### src/inc/tsr_pkg.sv
package tsr_pkg;

    // ****************************************
    // serial port framing
    // ****************************************
    localparam int ADDR_W = 7;
    localparam int DATA_W = 8;
    localparam int FRAME_BITS = 16;
    localparam logic [3:0] LAST_HDR_BIT = 4'h7;
    localparam logic [3:0] LAST_FRAME_BIT = 4'hf;
    localparam logic RW_READ = 1'b0;
    localparam int SYNC_STAGES = 3;

    // ****************************************
    // register offsets
    // ****************************************
    localparam logic [6:0] ADDR_MAIN_STATUS = 7'h40;
    localparam logic [6:0] ADDR_SUBUNIT_INIT = 7'h41;
    localparam logic [6:0] ADDR_SIGNAL_STRENGTH = 7'h42;
    localparam logic [6:0] ADDR_AVG_FREQ_DEV = 7'h43;
    localparam logic [6:0] ADDR_INST_FREQ_DEV = 7'h44;
    localparam logic [6:0] ADDR_CAL_PUMP = 7'h45;
    localparam logic [6:0] ADDR_REV_OSC_ARRAY = 7'h46;
    localparam logic [6:0] ADDR_OSC_CAL = 7'h47;
    localparam logic [6:0] ADDR_CONV_SAMPLE = 7'h48;
    localparam logic [6:0] ADDR_CHANFILT_I_UPPER = 7'h49;

    // ****************************************
    // main status field positions
    // ****************************************
    localparam int ST_CAL_DONE = 7;
    localparam int ST_LOCK_FAIL = 6;
    localparam int ST_LOCK_NOW = 5;
    localparam int ST_LOCK_FILT = 4;
    localparam int ST_CARRIER = 3;
    localparam int ST_LOCK_PIN = 2;
    localparam int ST_DATA_CLK_PIN = 1;
    localparam int ST_DATA_IO_PIN = 0;

    // ****************************************
    // reset values
    // ****************************************
    localparam logic [7:0] READ_ZERO = 8'h00;
    localparam logic [7:0] SHIFT_RST = 8'h00;
    localparam logic [6:0] ADDR_RST = 7'h00;
    localparam logic [3:0] CNT_RST = 4'h0;

    // serial engine states
    typedef enum logic [3:0] {
        TSR_IDLE = 4'b0001,
        TSR_HDR = 4'b0010,
        TSR_DATA = 4'b0100,
        TSR_DONE = 4'b1000
    } tsr_ser_e;

endpackage : tsr_pkg

### src/rtl/tsr_pin_sync.sv
`timescale 1ns/1ns
`default_nettype none

module tsr_pin_sync #(
    parameter int WIDTH = 6
) (
    input wire logic clk,
    input wire logic sys_rst,
    input wire logic [WIDTH-1:0] pin_in,
    output logic [WIDTH-1:0] pin_out
);

    typedef struct packed {
        logic [WIDTH-1:0] s1;
        logic [WIDTH-1:0] s2;
        logic [WIDTH-1:0] s3;
        logic [WIDTH-1:0] lvl;
    } tsr_sync_s;

    tsr_sync_s cur_ff;
    tsr_sync_s nxt_cur;

    // ****************************************
    // three-stage capture, accept on agreement
    // ****************************************
    // only s2 reads s1; the level moves once s2 and s3 agree
    always_comb begin
        nxt_cur = cur_ff;
        nxt_cur.s1 = pin_in;
        nxt_cur.s2 = cur_ff.s1;
        nxt_cur.s3 = cur_ff.s2;
        for (int i = 0; i < WIDTH; i++) begin
            if (cur_ff.s2[i] == cur_ff.s3[i]) begin
                nxt_cur.lvl[i] = cur_ff.s3[i];
            end
        end
    end

    always_ff @(posedge clk) begin
        if (sys_rst) begin
            cur_ff <= '0;
        end else begin
            cur_ff <= nxt_cur;
        end
    end

    assign pin_out = cur_ff.lvl;

endmodule : tsr_pin_sync

`default_nettype wire

### src/rtl/tsr_cal_tracker.sv
`timescale 1ns/1ns
`default_nettype none

module tsr_cal_tracker (
    input wire logic clk,
    input wire logic sys_rst,
    input wire logic cal_start,
    input wire logic cal_finish,
    input wire logic powerup_lock_fail_evt,
    output logic cal_done,
    output logic powerup_lock_fail
);

    typedef struct packed {
        logic cal_done;
        logic lock_fail;
    } tsr_cal_s;

    tsr_cal_s cur_ff;
    tsr_cal_s nxt_cur;

    // ****************************************
    // calibration and sequencing flags
    // ****************************************
    // finish beats start in the same cycle so a completed run is never hidden
    always_comb begin
        nxt_cur = cur_ff;
        if (cal_start) begin
            nxt_cur.cal_done = 1'b0;
        end
        if (cal_finish) begin
            nxt_cur.cal_done = 1'b1;
        end
        // sticky until reset; no read or write clears it
        if (powerup_lock_fail_evt) begin
            nxt_cur.lock_fail = 1'b1;
        end
    end

    always_ff @(posedge clk) begin
        if (sys_rst) begin
            cur_ff <= '0;
        end else begin
            cur_ff <= nxt_cur;
        end
    end

    assign cal_done = cur_ff.cal_done;
    assign powerup_lock_fail = cur_ff.lock_fail;

endmodule : tsr_cal_tracker

`default_nettype wire

### src/rtl/tsr_status_bank.sv
// Behaviour
// - cal-done clears on start, sets on finish
// - power-up lock failure sets sequencing error
// - status bit 5 shows raw lock
// - status bit 4 shows qualified lock
// - carrier sense when strength above threshold
// - bits 2..0 mirror lock, clock, data pins
// - eight subunit init-complete flags at 41h
// - 7-bit strength, bit 7 reads zero
// - average deviation equals signed decision level
// - instantaneous offset signed at 44h, over 8
// - cal converter and pump codes at 45h
// - revision code and oscillator array at 46h
// - comparators and cal current at 47h
// - mixer and converter samples at 48h
// - channel filter in-phase upper bits at 49h
// - status and init registers read-only
`timescale 1ns/1ns
`default_nettype none

module tsr_status_bank #(
    // value is arbitrary, set per silicon spin
    parameter logic [2:0] SILICON_REV = 3'h5
) (
    input wire logic clk,
    input wire logic sys_rst,
    input wire logic cfg_sel_n,
    input wire logic cfg_clk,
    input wire logic cfg_din,
    output logic cfg_dout,
    input wire logic lock_pin,
    input wire logic data_clock_pin,
    input wire logic data_io_pin,
    input wire logic cal_start,
    input wire logic cal_finish,
    input wire logic powerup_lock_fail_evt,
    input wire logic pll_lock_now,
    input wire logic pll_lock_filtered,
    input wire logic [6:0] carrier_level,
    input wire logic [6:0] signal_strength_value,
    input wire logic adc_init_flag,
    input wire logic gainctl_init_flag,
    input wire logic shaping_filter_init_flag,
    input wire logic offset_logic_init_flag,
    input wire logic modem_sync_init_flag,
    input wire logic synth_digital_init_flag,
    input wire logic sequencer_init_flag,
    input wire logic cal_lock_init_flag,
    input wire logic [7:0] decision_level,
    input wire logic [7:0] inst_offset,
    input wire logic [3:0] cal_dac_code,
    input wire logic [3:0] pump_current_code,
    input wire logic [4:0] osc_cap_array_code,
    input wire logic freq_cmp_out,
    input wire logic osc_current_cmp,
    input wire logic [5:0] osc_cal_current_code,
    input wire logic [1:0] adc_mix_sample,
    input wire logic [2:0] adc_i_sample,
    input wire logic [2:0] adc_q_sample,
    input wire logic [7:0] chanfilt_i_upper
);

    // ****************************************
    // engine state
    // ****************************************
    typedef struct packed {
        tsr_pkg::tsr_ser_e state;
        logic clk_q;
        logic [3:0] bit_cnt;
        logic [6:0] addr;
        logic [7:0] shift;
        logic dout;
    } tsr_bank_s;

    tsr_bank_s cur_ff;
    tsr_bank_s nxt_cur;

    logic [5:0] pins_sync;
    logic sel_n_s;
    logic sclk_s;
    logic din_s;
    logic lock_pin_s;
    logic data_clock_pin_s;
    logic data_io_pin_s;
    logic cal_done;
    logic powerup_lock_fail;
    logic carrier_sense;
    logic [7:0] main_status;
    logic [7:0] subunit_init_flags;
    logic [7:0] rd_data;
    logic sclk_rise;

    // ****************************************
    // pin capture
    // ****************************************
    // serial port and mirrored pins come from outside this clock
    tsr_pin_sync #(
        .WIDTH(6)
    ) u_pin_sync (
        .clk(clk),
        .sys_rst(sys_rst),
        .pin_in({cfg_sel_n, cfg_clk, cfg_din, lock_pin, data_clock_pin, data_io_pin}),
        .pin_out(pins_sync)
    );

    // unpack synchronised levels
    assign sel_n_s = pins_sync[5];
    assign sclk_s = pins_sync[4];
    assign din_s = pins_sync[3];
    assign lock_pin_s = pins_sync[2];
    assign data_clock_pin_s = pins_sync[1];
    assign data_io_pin_s = pins_sync[0];

    // ****************************************
    // calibration and sequencing flags
    // ****************************************
    tsr_cal_tracker u_cal_tracker (
        .clk(clk),
        .sys_rst(sys_rst),
        .cal_start(cal_start),
        .cal_finish(cal_finish),
        .powerup_lock_fail_evt(powerup_lock_fail_evt),
        .cal_done(cal_done),
        .powerup_lock_fail(powerup_lock_fail)
    );

    // ****************************************
    // live status words
    // ****************************************
    // strictly above: equal to the threshold is not a carrier
    assign carrier_sense = (signal_strength_value > carrier_level);

    // status word assembled from live sources, nothing held here
    always_comb begin
        main_status = tsr_pkg::READ_ZERO;
        main_status[tsr_pkg::ST_CAL_DONE] = cal_done;
        main_status[tsr_pkg::ST_LOCK_FAIL] = powerup_lock_fail;
        main_status[tsr_pkg::ST_LOCK_NOW] = pll_lock_now;
        main_status[tsr_pkg::ST_LOCK_FILT] = pll_lock_filtered;
        main_status[tsr_pkg::ST_CARRIER] = carrier_sense;
        main_status[tsr_pkg::ST_LOCK_PIN] = lock_pin_s;
        main_status[tsr_pkg::ST_DATA_CLK_PIN] = data_clock_pin_s;
        main_status[tsr_pkg::ST_DATA_IO_PIN] = data_io_pin_s;
    end

    // init-complete flags, converter control in the top bit
    assign subunit_init_flags = {
        adc_init_flag,
        gainctl_init_flag,
        shaping_filter_init_flag,
        offset_logic_init_flag,
        modem_sync_init_flag,
        synth_digital_init_flag,
        sequencer_init_flag,
        cal_lock_init_flag
    };

    // ****************************************
    // read decode
    // ****************************************
    // unmapped addresses answer zero so a stray read is harmless
    always_comb begin
        rd_data = tsr_pkg::READ_ZERO;
        unique case (cur_ff.addr)
            tsr_pkg::ADDR_MAIN_STATUS: begin
                rd_data = main_status;
            end
            tsr_pkg::ADDR_SUBUNIT_INIT: begin
                rd_data = subunit_init_flags;
            end
            tsr_pkg::ADDR_SIGNAL_STRENGTH: begin
                rd_data = {1'b0, signal_strength_value};
            end
            tsr_pkg::ADDR_AVG_FREQ_DEV: begin
                rd_data = decision_level;
            end
            tsr_pkg::ADDR_INST_FREQ_DEV: begin
                rd_data = inst_offset;
            end
            tsr_pkg::ADDR_CAL_PUMP: begin
                rd_data = {cal_dac_code, pump_current_code};
            end
            tsr_pkg::ADDR_REV_OSC_ARRAY: begin
                rd_data = {SILICON_REV, osc_cap_array_code};
            end
            tsr_pkg::ADDR_OSC_CAL: begin
                rd_data = {freq_cmp_out, osc_current_cmp, osc_cal_current_code};
            end
            tsr_pkg::ADDR_CONV_SAMPLE: begin
                rd_data = {adc_mix_sample, adc_i_sample, adc_q_sample};
            end
            tsr_pkg::ADDR_CHANFILT_I_UPPER: begin
                rd_data = chanfilt_i_upper;
            end
            default: begin
                rd_data = tsr_pkg::READ_ZERO;
            end
        endcase
    end

    // ****************************************
    // serial engine
    // ****************************************
    // edge seen on the synchronised clock, a few cycles behind the pin
    assign sclk_rise = sclk_s & ~cur_ff.clk_q;

    // header is seven address bits then the direction bit, msb first;
    // the output bit moves just after each rising edge, so the host
    // samples the previous bit on that edge before it changes
    always_comb begin
        nxt_cur = cur_ff;
        nxt_cur.clk_q = sclk_s;
        if (sel_n_s) begin
            // deselect ends any frame wherever it stands
            nxt_cur.state = tsr_pkg::TSR_IDLE;
            nxt_cur.bit_cnt = tsr_pkg::CNT_RST;
            nxt_cur.dout = 1'b0;
        end else begin
            unique case (cur_ff.state)
                tsr_pkg::TSR_IDLE: begin
                    nxt_cur.state = tsr_pkg::TSR_HDR;
                    nxt_cur.bit_cnt = tsr_pkg::CNT_RST;
                end
                tsr_pkg::TSR_HDR: begin
                    if (sclk_rise) begin
                        nxt_cur.bit_cnt = cur_ff.bit_cnt + 4'h1;
                        if (cur_ff.bit_cnt == tsr_pkg::LAST_HDR_BIT) begin
                            nxt_cur.state = tsr_pkg::TSR_DATA;
                            if (din_s == tsr_pkg::RW_READ) begin
                                // snapshot taken now: value at the moment of the read
                                nxt_cur.dout = rd_data[7];
                                nxt_cur.shift = {rd_data[6:0], 1'b0};
                            end else begin
                                // write frame: data clocked past and dropped
                                nxt_cur.dout = 1'b0;
                                nxt_cur.shift = tsr_pkg::SHIFT_RST;
                            end
                        end else begin
                            nxt_cur.addr = {cur_ff.addr[5:0], din_s};
                        end
                    end
                end
                tsr_pkg::TSR_DATA: begin
                    if (sclk_rise) begin
                        nxt_cur.bit_cnt = cur_ff.bit_cnt + 4'h1;
                        if (cur_ff.bit_cnt == tsr_pkg::LAST_FRAME_BIT) begin
                            nxt_cur.state = tsr_pkg::TSR_DONE;
                            nxt_cur.dout = 1'b0;
                        end else begin
                            nxt_cur.dout = cur_ff.shift[7];
                            nxt_cur.shift = {cur_ff.shift[6:0], 1'b0};
                        end
                    end
                end
                tsr_pkg::TSR_DONE: begin
                    // extra clocks before deselect are ignored
                    nxt_cur.dout = 1'b0;
                end
                default: begin
                    nxt_cur.state = tsr_pkg::TSR_IDLE;
                end
            endcase
        end
    end

    // single register for the whole engine
    always_ff @(posedge clk) begin
        if (sys_rst) begin
            cur_ff.state <= tsr_pkg::TSR_IDLE;
            cur_ff.clk_q <= 1'b0;
            cur_ff.bit_cnt <= tsr_pkg::CNT_RST;
            cur_ff.addr <= tsr_pkg::ADDR_RST;
            cur_ff.shift <= tsr_pkg::SHIFT_RST;
            cur_ff.dout <= 1'b0;
        end else begin
            cur_ff <= nxt_cur;
        end
    end

    // serial output straight from its flop
    assign cfg_dout = cur_ff.dout;

endmodule : tsr_status_bank

`default_nettype wire

### config.mk
export PLATFORM = sky130hd
export DESIGN_NAME = tsr_status_bank
export DESIGN_NICKNAME = d
export VERILOG_FILES = /design/src/inc/tsr_pkg.sv /design/src/rtl/tsr_pin_sync.sv /design/src/rtl/tsr_cal_tracker.sv /design/src/rtl/tsr_status_bank.sv
export SDC_FILE = /design/constraint.sdc
export NUM_CORES = 1
export LEC_CHECK = 0
export BUFFER_PORTS_ARGS = -buffer_cell sky130_fd_sc_hd__buf_2
export CAP_MARGIN = 10
export CORE_ASPECT_RATIO = 0.5
export CORE_MARGIN = 2
export CORE_UTILIZATION = 30
export CTS_BUF_LIST = sky130_fd_sc_hd__clkbuf_4 sky130_fd_sc_hd__clkbuf_8
export CTS_CLUSTER_DIAMETER = 200
export CTS_CLUSTER_SIZE = 40
export DETAILED_ROUTE_END_ITERATION = 12
export GPL_TIMING_DRIVEN = 0
export PLACE_DENSITY = 0.54
export SYNTH_ARGS = -nofsm -noshare
export SYNTH_HDL_FRONTEND = slang
export SYNTH_SLANG_ARGS = --single-unit
export TNS_END_PERCENT = 30
### constraint.sdc
create_clock -name clk -period 5.4 [get_ports clk]
set_input_delay 1.08 -clock clk [delete_from_list [all_inputs] [get_ports clk]]
set_output_delay 1.08 -clock clk [all_outputs]
set_load 0.05 [all_outputs]
==> flow_summary.ini <==
[status]
status = complete, no violations

[min_path]
worstHoldPathType = reg2reg
hold_path_depth = 1

[routing]
wl_met1_um = 3970
drtIter0Drc = 110
totalWireLength_um = 8080
avgViaCountPerCell = 4.87
drt-pass1-iter-count = 4
ant_nets = 0
wl_met2_um = 3640
wl_met3_um = 393
route.detailed.drc = 0
highest_layer = met4
num_vias = 2754
wl_per_cell_um = 14.3

[global_route]
grt_max_degree = 16
antenna_found_initial = 0
grt_pass1_wl_um = 12800
grt-ovfl-total = 0
grt_pass1_vias = 2529
grt.total_usage = 0.157

[flow_run]
cap_violations = 0

[floorplan]
dieArea_um2 = 10600
die_w_um = 144
initial_core_util = 0.310
die_h_um = 73.8
core-area_um2 = 9450
rows = 25
ios = 89

[clock_network]
cts-htree-levels = 2
cts_tree = built
clock-sinks = 50
ctsLongestPathBuffers = 2
worstSkewPairLatency_ns = 0.31
root_buffer = clkbuf_8
cts_resized = 0
hold_buffers = 0
cts.clk_slew.worst_paths_ns = 0.10
post-cts-setup-buffer-count = 0
numCtsBuffers = 5

[sta]
period_share = 0.403
fin_crit_ns = 2.18
setup_violations = 0
rsz0062_at_grt = no
fmax_mhz = 459
hold_violations = 0
fin_skew_ns = 0.0116
setup_tns_ns = 0
worst_pin_slew_ns = 0.684
slew_headroom = 0.543
maxSlewViolCount = 0

[logic_synthesis]
synthDistinctLibCells = 54
yosys.area.top_type_share = 0.342
synth-warning-count = 0
syn_area_per_cell_um2 = 8.73
syn-cell-area_um2 = 2920
ys_async_sr_fraction = 0
synth-compound-area-share = 0.199
synth-seq-cells = 50
synthAdderAreaFrac = 0.0342
synthXorXnorAreaFrac = 0.0150
synth_top_family_by_area = simple AND/OR/NAND/NOR gates
synth_edf_count = 0
yosys-mux-area-fraction = 0.131
syn-num-nets = 431
ys_seq_area_frac = 0.342
synthSimpleGateAreaFrac = 0.218
synth_top_area_cell = dfxtp_1
synth_cells = 335
synth_ff_type = dfxtp_1
synthTopCellsByArea = dfxtp_1 34%, mux2i_1 5.8%, nor2b_1 4.7%, mux4_2 4.6%, nor2_1 4.2%

[final_layout]
drive_gt1_frac = 0.295
area_growth_pct = 24.6
layout_common_cells = 95 x buf_2, 50 x dfxtp_1, 33 x nor2_1, 28 x nand2_1, 23 x a21oi_1
nNetsFinal = 525
fin_area_um2 = 3640
diodes = 0
mostFrequentLayoutCell = buf_2

[placed_design]
finalWeightedCongestion = 0.906
io_buffer_count = 87
place_area_um2 = 3530
dpl.hpwl_um = 6360

[critical_path]
r2r_slack_ns = 3.42
crit_type = in2reg
cp_max_fo = 3
critical_path_required_ns = 5.58
worstSetupStartpoint = signal_strength_value[6]
reg2regPathDepth = 5
cp-end-kind = flop
start_kind = input port
endpoint = cur_ff[5]
r2r_start = cur_ff[15]
r2r_end = cur_ff[4]
crit_arrival_ns = 2.36

[pwr]
p_per_area_nw_per_um2 = 219
total_power_w = 0.000799
p_leak_nw = 1.42
peakVddDrop_mv = 0.104
-- state kept, by name, indices dropped and copies added (netlist names) --
signal / flops
cfg_dout: 1
u_cal_tracker.cal_done: 1
u_pin_sync.cur_ff: 18
cur_ff: 23
u_pin_sync.pin_out: 6
u_cal_tracker.powerup_lock_fail: 1
-- layout make-up --
type | count | area [µm²]
fillers | 1037 | 5800
multi-input cells | 249 | 1750
flip-flops and latches | 50 | 1000
repair buffers | 87 | 435
well taps | 135 | 169
plain buffers | 24 | 130
clock buffers | 6 | 76.3
inverters | 12 | 45.0
clock inverters | 2 | 37.5
-- cell families (layout without fill, tap and decap cells) --
group	count (synthesis)	after routing
compound gates	85	85
xor+xnor	5	5
fa+ha+maj	8	8
buf+inv	36	131
flops	50	50
mux	30	30
simple gates	121	121
-- worst min-delay path by stage --
stage	startpoint	end	slack, ns
2_1_floorplan	u_pin_sync.cur_ff[18]	u_pin_sync.cur_ff[12]	0.41
3_3_place_gp	u_pin_sync.cur_ff[22]	u_pin_sync.cur_ff[16]	0.42
3_5_place_dp	u_pin_sync.cur_ff[19]	u_pin_sync.cur_ff[13]	0.42
4_1_cts	u_pin_sync.cur_ff[22]	u_pin_sync.cur_ff[16]	0.44
5_1_grt	u_pin_sync.cur_ff[22]	u_pin_sync.cur_ff[16]	0.45
6_report	u_pin_sync.cur_ff[22]	u_pin_sync.cur_ff[16]	0.43
-- metal layers --
| layer | vias up | global-route usage |
|---|---|---|
| met5 | - | 0 |
| met2 | 57 | 0.251 |
| met1 | 1296 | 0.221 |
| li1 | 1393 | - |
| met4 | 0 | 0.0283 |
| met3 | 8 | 0.0352 |
-- cells in the mapped netlist, types with 6 or more instances --
master     number
a21oi_1        23
a2bb2oi_1       6
buf_2           8
clkbuf_1       10
dfxtp_1        50
ha_1            8
inv_1          12
mux2_2          7
mux2i_1        17
mux4_2          6
nand2_1        28
nand3_1         6
nor2_1         33
nor2b_1        22
nor3_1          7
o21ai_0        21
-- report_power, final --
part | total, W | internal, W | switching (W) | leakage (nW)
clock network | 0.000270 | 0.000143 | 0.000127 | 0.0548
logic | 0.000137 | 0.0000683 | 0.0000688 | 0.955
registers | 0.000392 | 0.000383 | 0.00000923 | 0.407
-- metrics by stage --
| step | hold slack, ns | std cells | setup WS, ns | utilization |
|---|---|---|---|---|
| after global routing | 0.451 | 565 | 3.18 | 0.386 |
| after CTS | 0.438 | 565 | 3.26 | 0.386 |
| after floorplan | 0.414 | 335 | 3.29 | - |
| final | 0.432 | 565 | 3.22 | 0.386 |
| after detailed placement | 0.424 | 557 | 2.92 | 0.374 |
| after global placement | 0.416 | 557 | 2.91 | 0.374 |
-- critical path: stages --
cell      delay, ns
buf_2          0.12
ha_1           0.30
nand4_1        0.12
o21ai_0        0.29
nor3_1         0.08
a21oi_1        0.26
a211oi_1       0.11
Power figures use the tool's default switching activity.
